$ cat src/core/rdsl_pkg.sv
package rdsl_pkg;

  // Register byte addresses
  localparam logic [31:0] DEBUG_LOCK_CONFIG_ADDR  = 32'hFFFFE510;
  localparam logic [31:0] DEBUG_LOCK_KEY_ADDR     = 32'hFFFFE514;
  localparam logic [31:0] ROM_PROTECT_CONFIG_ADDR = 32'hFFFFE518;
  localparam logic [31:0] ROM_PROTECT_LOCK_ADDR   = 32'hFFFFE51C;

  // Field positions and values
  localparam int          ENABLE_BIT       = 0;
  localparam logic        ENABLE_RESET     = 1'h1;
  localparam logic [31:0] ROM_PROTECT_KEY  = 32'h0000003D;
  localparam logic [31:0] DEBUG_LOCK_KEYW  = 32'h000000C5;
  localparam logic [31:0] UNMAPPED_READ    = 32'h00000000;
  localparam logic [31:0] LOCK_READ_VALUE  = 32'h00000000;

  // Register-bus request
  typedef struct packed {
    logic [31:0] addr;
    logic [31:0] wdata;
    logic        wr;
    logic        rd;
    logic        fromRom;
  } rdsl_req_t;

  // Effective security state
  typedef struct packed {
    logic romGuardOn;
    logic debugPortOff;
  } rdsl_state_t;

endpackage

$ cat src/core/rdsl_security_lock.sv
`timescale 1ns/100ps
// Functional notes
// - Protect config: bit 0 enable, upper bits read zero.
// - Debug config: bit 0 debug off, upper bits read zero.
// - Enables reset to 1 only by power-on reset; system reset ignored.
// - Protect lock register is write-only; reads return zero.
// - Staged protect enable commits on key word write to lock register.
// - Active protection blocks protect config/lock access not fetched from ROM.
// - Staged debug-off commits on debug key word write.
// - Flash security input forces the access guard active whenever it is high.
// - Enable bits read back committed state, not staged value.
module rdsl_security_lock
  import rdsl_pkg::*;
(
  // Clock and resets
  input  wire logic        clk,
  input  wire logic        reset,
  input  wire logic        powerOnReset,
  // Flash security state
  input  wire logic        flashSecure,
  // Register port
  input  wire logic [31:0] addr,
  input  wire logic [31:0] wdata,
  input  wire logic        wrStrobe,
  input  wire logic        rdStrobe,
  input  wire logic        fetchFromRom,
  output logic      [31:0] rdata,
  output logic             accessBlocked,
  // Effective security state
  output logic             romGuardOn,
  output logic             debugPortOff
);

  // Bus request as one bundle
  rdsl_req_t   req;

  // Committed state and its next value
  rdsl_state_t eff_r;
  rdsl_state_t eff_nxt;

  // Staged enables as written by software
  logic        romStage_r;
  logic        romStage_nxt;
  logic        dbgStage_r;
  logic        dbgStage_nxt;

  // Registered bus answer
  logic [31:0] rdata_r;
  logic [31:0] rdata_nxt;
  logic        blocked_r;
  logic        blocked_nxt;

  // Decode and qualifier nets
  logic        hitDbgCfg;
  logic        hitDbgKey;
  logic        hitRomCfg;
  logic        hitRomLock;
  logic        anyAccess;
  logic        guardActive;
  logic        romRegs;
  logic        outsideRom;
  logic        denied;
  logic        wrOk;
  logic        rdOk;
  logic        romStageWr;
  logic        dbgStageWr;
  logic        romLockWr;
  logic        dbgKeyWr;
  logic        romKeyOk;
  logic        dbgKeyOk;
  logic        romCommit;
  logic        dbgCommit;
  logic        romGuardNxt;
  logic        dbgOffNxt;
  logic [31:0] romCfgWord;
  logic [31:0] dbgCfgWord;
  logic [31:0] rdMux;

  // Bundle the port so decode reads one carrier
  assign req = '{addr: addr, wdata: wdata, wr: wrStrobe, rd: rdStrobe,
                 fromRom: fetchFromRom};

  // Full-word address match
  function automatic logic hit(input logic [31:0] a, input logic [31:0] r);
    return a == r;
  endfunction

  // Whole-word key compare; a near miss must not commit
  function automatic logic keyMatch(input logic [31:0] d,
                                    input logic [31:0] k);
    return d == k;
  endfunction

  // One enable bit in a zero-filled word
  function automatic logic [31:0] enableWord(input logic b);
    return {31'h00000000, b};
  endfunction

  // Register decode; full words only, byte lanes not decoded
  assign hitDbgCfg  = hit(req.addr, DEBUG_LOCK_CONFIG_ADDR);
  assign hitDbgKey  = hit(req.addr, DEBUG_LOCK_KEY_ADDR);
  assign hitRomCfg  = hit(req.addr, ROM_PROTECT_CONFIG_ADDR);
  assign hitRomLock = hit(req.addr, ROM_PROTECT_LOCK_ADDR);
  assign anyAccess  = req.wr | req.rd;

  // flash security forces guard
  // Live input, so guard follows flash state at once
  assign guardActive = eff_r.romGuardOn | flashSecure;

  // guard only from ROM
  // Debug registers are not guarded here
  assign romRegs    = hitRomCfg | hitRomLock;
  assign outsideRom = ~req.fromRom;
  assign denied     = romRegs & guardActive & outsideRom;
  assign wrOk       = req.wr & ~denied;
  assign rdOk       = req.rd & ~denied;

  // Write decode per register
  assign romStageWr = wrOk & hitRomCfg;
  assign dbgStageWr = wrOk & hitDbgCfg;
  assign romLockWr  = wrOk & hitRomLock;
  assign dbgKeyWr   = wrOk & hitDbgKey;

  assign romKeyOk  = keyMatch(req.wdata, ROM_PROTECT_KEY);
  assign romCommit = romLockWr & romKeyOk;

  assign dbgKeyOk  = keyMatch(req.wdata, DEBUG_LOCK_KEYW);
  assign dbgCommit = dbgKeyWr & dbgKeyOk;

  // Staging never touches the live enables
  // Runaway code must hit two registers to unlock
  assign romStage_nxt = romStageWr ? req.wdata[ENABLE_BIT] : romStage_r;
  assign dbgStage_nxt = dbgStageWr ? req.wdata[ENABLE_BIT] : dbgStage_r;

  // wrong key ignored
  // Staged value kept, so a retry needs only the key
  assign romGuardNxt = romCommit ? romStage_r : eff_r.romGuardOn;
  assign dbgOffNxt   = dbgCommit ? dbgStage_r : eff_r.debugPortOff;
  assign eff_nxt     = '{romGuardOn: romGuardNxt, debugPortOff: dbgOffNxt};

  assign romCfgWord = enableWord(eff_r.romGuardOn);
  assign dbgCfgWord = enableWord(eff_r.debugPortOff);

  // lock reads fixed
  // Debug key word is write-only and reads as unmapped
  assign rdMux = hitDbgCfg  ? dbgCfgWord      :
                 hitRomCfg  ? romCfgWord      :
                 hitRomLock ? LOCK_READ_VALUE :
                              UNMAPPED_READ;

  // Blocked reads return zero, never the enable
  assign rdata_nxt   = rdOk ? rdMux : UNMAPPED_READ;
  assign blocked_nxt = anyAccess & denied;

  // power-on reset only
  // System reset must not reopen a locked part
  always_ff @(posedge clk) begin
    if (powerOnReset) begin
      eff_r <= '{romGuardOn: ENABLE_RESET, debugPortOff: ENABLE_RESET};
    end else begin
      eff_r <= eff_nxt;
    end
  end

  // Staged protect enable, preset with the live one
  // A lone key write after power-up then changes nothing
  always_ff @(posedge clk) begin
    if (powerOnReset) begin
      romStage_r <= ENABLE_RESET;
    end else begin
      romStage_r <= romStage_nxt;
    end
  end

  // Staged debug-off, preset with the live one
  always_ff @(posedge clk) begin
    if (powerOnReset) begin
      dbgStage_r <= ENABLE_RESET;
    end else begin
      dbgStage_r <= dbgStage_nxt;
    end
  end

  // Bus answer regs follow system reset
  // Read data stand for one cycle only
  always_ff @(posedge clk) begin
    if (reset || powerOnReset) begin
      rdata_r <= UNMAPPED_READ;
    end else begin
      rdata_r <= rdata_nxt;
    end
  end

  // Blocked flag is a one-cycle pulse per denied access
  always_ff @(posedge clk) begin
    if (reset || powerOnReset) begin
      blocked_r <= 1'h0;
    end else begin
      blocked_r <= blocked_nxt;
    end
  end

  // Answer outputs
  assign rdata         = rdata_r;
  assign accessBlocked = blocked_r;

  // Live security state
  assign romGuardOn    = eff_r.romGuardOn;
  assign debugPortOff  = eff_r.debugPortOff;

endmodule // rdsl_security_lock

$ cat config.mk
export PLATFORM = sky130hd
export DESIGN_NAME = rdsl_security_lock
export DESIGN_NICKNAME = d
export VERILOG_FILES = /design/src/core/rdsl_pkg.sv /design/src/core/rdsl_security_lock.sv
export SDC_FILE = /design/constraint.sdc
export NUM_CORES = 1
export LEC_CHECK = 0
export BUFFER_PORTS_ARGS = -buffer_cell sky130_fd_sc_hd__buf_4
export CORE_ASPECT_RATIO = 0.6
export CORE_MARGIN = 8
export CORE_UTILIZATION = 32
export CTS_CLUSTER_DIAMETER = 80
export DETAILED_ROUTE_END_ITERATION = 8
export HOLD_SLACK_MARGIN = 0.08
export PLACE_DENSITY_LB_ADDON = 0.15
export SYNTH_ARGS = -nofsm -noshare
export SYNTH_HDL_FRONTEND = slang
export SYNTH_SLANG_ARGS = --single-unit
export TNS_END_PERCENT = 20
$ cat constraint.sdc
create_clock -name clk -period 1.9 [get_ports clk]
set_clock_uncertainty 0.05 [all_clocks]
set_input_delay 0.19 -clock clk [delete_from_list [all_inputs] [get_ports clk]]
set_output_delay 0.19 -clock clk [all_outputs]
set_load 0.03 [all_outputs]
==> impl_metrics.json <==
{
  "min_period_over_period_pct": 75.1,
  "setup_ws_ns": 0.473,
  "rsz0062_at_grt": "no",
  "cts_buffer_depth": 2,
  "layout.nets": 236,
  "startpoint": "romGuardOn",
  "worstPathMaxFanout": 4,
  "avgSynthCellArea_sq_um": 8.47,
  "synth_edf_count": 0,
  "insertion_delay_ns": 0.22,
  "dp_cells": 190,
  "status": "completed",
  "synth_warnings": 0,
  "first_iter_violations": 51,
  "hold_start": "addr[2]",
  "crit_type": "flip-flop to flip-flop",
  "hold_path_end": "rdata[0]",
  "cts_root_buf": "clkbuf_8",
  "hold_path_depth": 2,
  "critical_path_arrival_ns": 1.47,
  "r2r-end": "debugPortOff",
  "ys_ff_latch": 6,
  "layout-drive-gt1-share_pct": 52.8,
  "grt_usage_pct": 14.0,
  "fp.dieH_um": 53.2,
  "r2r_start": "romGuardOn",
  "syn_inst": 87,
  "numCtsBuffers": 3,
  "ant_nets": 0,
  "hold_viol_final": 0,
  "synth.distinct_cells": 31,
  "start_kind": "flip-flop",
  "regArea_sq_um": 120,
  "tns_ns": 0,
  "critPathRequiredTime_ns": 1.94,
  "grt_max_degree": 6,
  "die_w_um": 78.0,
  "cts_setup_buffers": 0,
  "via_per_inst": 4.51,
  "postCtsHoldBufs": 0,
  "p_leak_nw": 0.653,
  "grt_pass1_wl_um": 4500,
  "async_reset_ff_share_pct": 0,
  "synth_top_family_by_area": "simple AND/OR/NAND/NOR gates",
  "ioPinCount": 106,
  "die-area_sq_um": 4140,
  "synthTopCellsByCount": "buf_4, nor2_1, nor4_1, dfxtp_1",
  "pre_cts_slack_ns": 0.313,
  "start_util_pct": 33.8,
  "drc": 0,
  "portBuffers": 74,
  "dr_total_vias": 870,
  "vdd_drop_max_uv": 148,
  "muxShareOfSynthArea_pct": 4.24,
  "seq_area_frac_synth_pct": 16.3,
  "hpwl_um": 2820,
  "cts_sinks": 6,
  "slew_violations": 0,
  "pwr_density_cell_nw_per_um2": 431,
  "cap_violations": 0,
  "synth_top_area_share_pct": 31.6,
  "synthXorXnorAreaFrac_pct": 0,
  "syn2layout_area_growth_pct": 69.8,
  "fill_cells": 210,
  "synth-simple-area-share_pct": 39.9,
  "n_antenna_cell": 0,
  "synth_top_cell_by_area": "buf_4",
  "drt_wl_total_um": 3030,
  "finalNonFillerCells": 193,
  "core_sq_um": 2180,
  "synth_flop_cell": "dfxtp_1",
  "antenna_found_initial": 0,
  "rows": 13,
  "synth_compound_area_share_pct": 5.94,
  "wl_per_cell_um": 15.7,
  "hold_path.class": "primary input to flip-flop",
  "synth.most_common_cell": "buf_4",
  "syn_area_sq_um": 737,
  "ctsResizeCount": 0,
  "grt_pass1_vias": 997,
  "worst_setup_path_end_kind": "flip-flop",
  "cts_tree": "built",
  "h-tree-depth": 1,
  "yosys-top-cells-area": "buf_4, dfxtp_1, nor4_1, nor2_1, and4bb_1",
  "synthAdderAreaFrac_pct": 0,
  "setup_viol": 0,
  "dr.pass1.iters": 4,
  "fmax_ghz": 0.701,
  "period_needed_ns": 1.43,
  "reg2reg_slack_ns": 0.47,
  "cts.clk_slew.worst_paths_ns": 0.04,
  "grt_overflow_total": 0,
  "routabilityCongestion": 0.746,
  "multi_input_area_sq_um": 485,
  "total_power_uw": 539,
  "r2r_cells": 5
}
## flip-flops by register name (all words and copies together) (netlist names)
name           cells
romGuardOn         1
accessBlocked      1
dbgStage_r         1
romStage_r         1
rdata              1
debugPortOff       1
## power by group
part / total, mW / internal (mW) / switching, mW
sequential: 0.127 / 0.127 / 0.00000000000555
combinational: 0.220 / 0.101 / 0.119
clock: 0.192 / 0.136 / 0.0559
total: 0.539 / 0.364 / 0.175
## routing by layer
layer / vias up / share of wire, % / track usage (%)
met5: - / 0 / 0
met4: 0 / 2.8 / 6.71
met3: 8 / 7.2 / 4.90
met2: 55 / 57 / 29.1
met1: 393 / 33 / 12.1
li1: 414 / - / -
## worst max path at each step
| stage | end | slack (ns) | cells after the start |
|---|---|---|---|
| floorplan | debugPortOff | 0.55 | 5 |
| global placement | debugPortOff | 0.40 | 6 |
| detailed placement | dbgStage_r | 0.31 | 6 |
| CTS | debugPortOff | 0.47 | 5 |
| global route | romGuardOn | 0.31 | 5 |
| finish | debugPortOff | 0.47 | 5 |
## kinds of logic after synthesis
family,after synthesis
other,1
and+or+nand+nor,37
buffers and inverters,34
DFF,6
AOI/OAI and AO/OA,6
muxes,3
## per-stage QoR
step	hold WS, ns	instance area, sq um	utilization, %
2_1_floorplan	0.216	850	-
3_3_place_gp	0.367	1210	55.5
3_5_place_dp	0.366	1210	55.5
4_1_cts	0.131	1250	57.4
5_1_grt	0.147	1250	57.4
6_report	0.133	1250	57.4
## cells in the final DEF (no fill, tap or decap), drive strengths merged, types with 2 or more instances in the layout
cell / synthesis / layout
buf: 31 / 74
conb: 1 / 31
clkbuf: 0 / 3
inv: 3 / 3
nand4b: 2 / 2
nor4: 9 / 9
o311ai: 2 / 2
and4: 2 / 2
mux2i: 2 / 2
nor2: 7 / 7
nand4: 5 / 5
nor4b: 2 / 2
nand2: 2 / 2
o21ai: 3 / 3
and4bb: 2 / 2
dfxtp: 6 / 6
## area by class of cell
| type | count | area share, % |
|---|---|---|
| well taps | 30 | 3.00 |
| multi-input cells | 77 | 38.8 |
| repair buffers | 74 | 44.4 |
| clock buffers | 3 | 3.30 |
| flip-flops and latches | 6 | 9.60 |
| inverters | 3 | 0.900 |
## worst max-delay path: stages, from the launching register on
cell and delay (ns):
dfxtp_1 0.32, nor2_1 0.21, o2111a_1 0.22, nand4_1 0.19, o21ai_1 0.20, o311ai_1 0.11
Note: power is estimated with default switching activity, not from simulation.
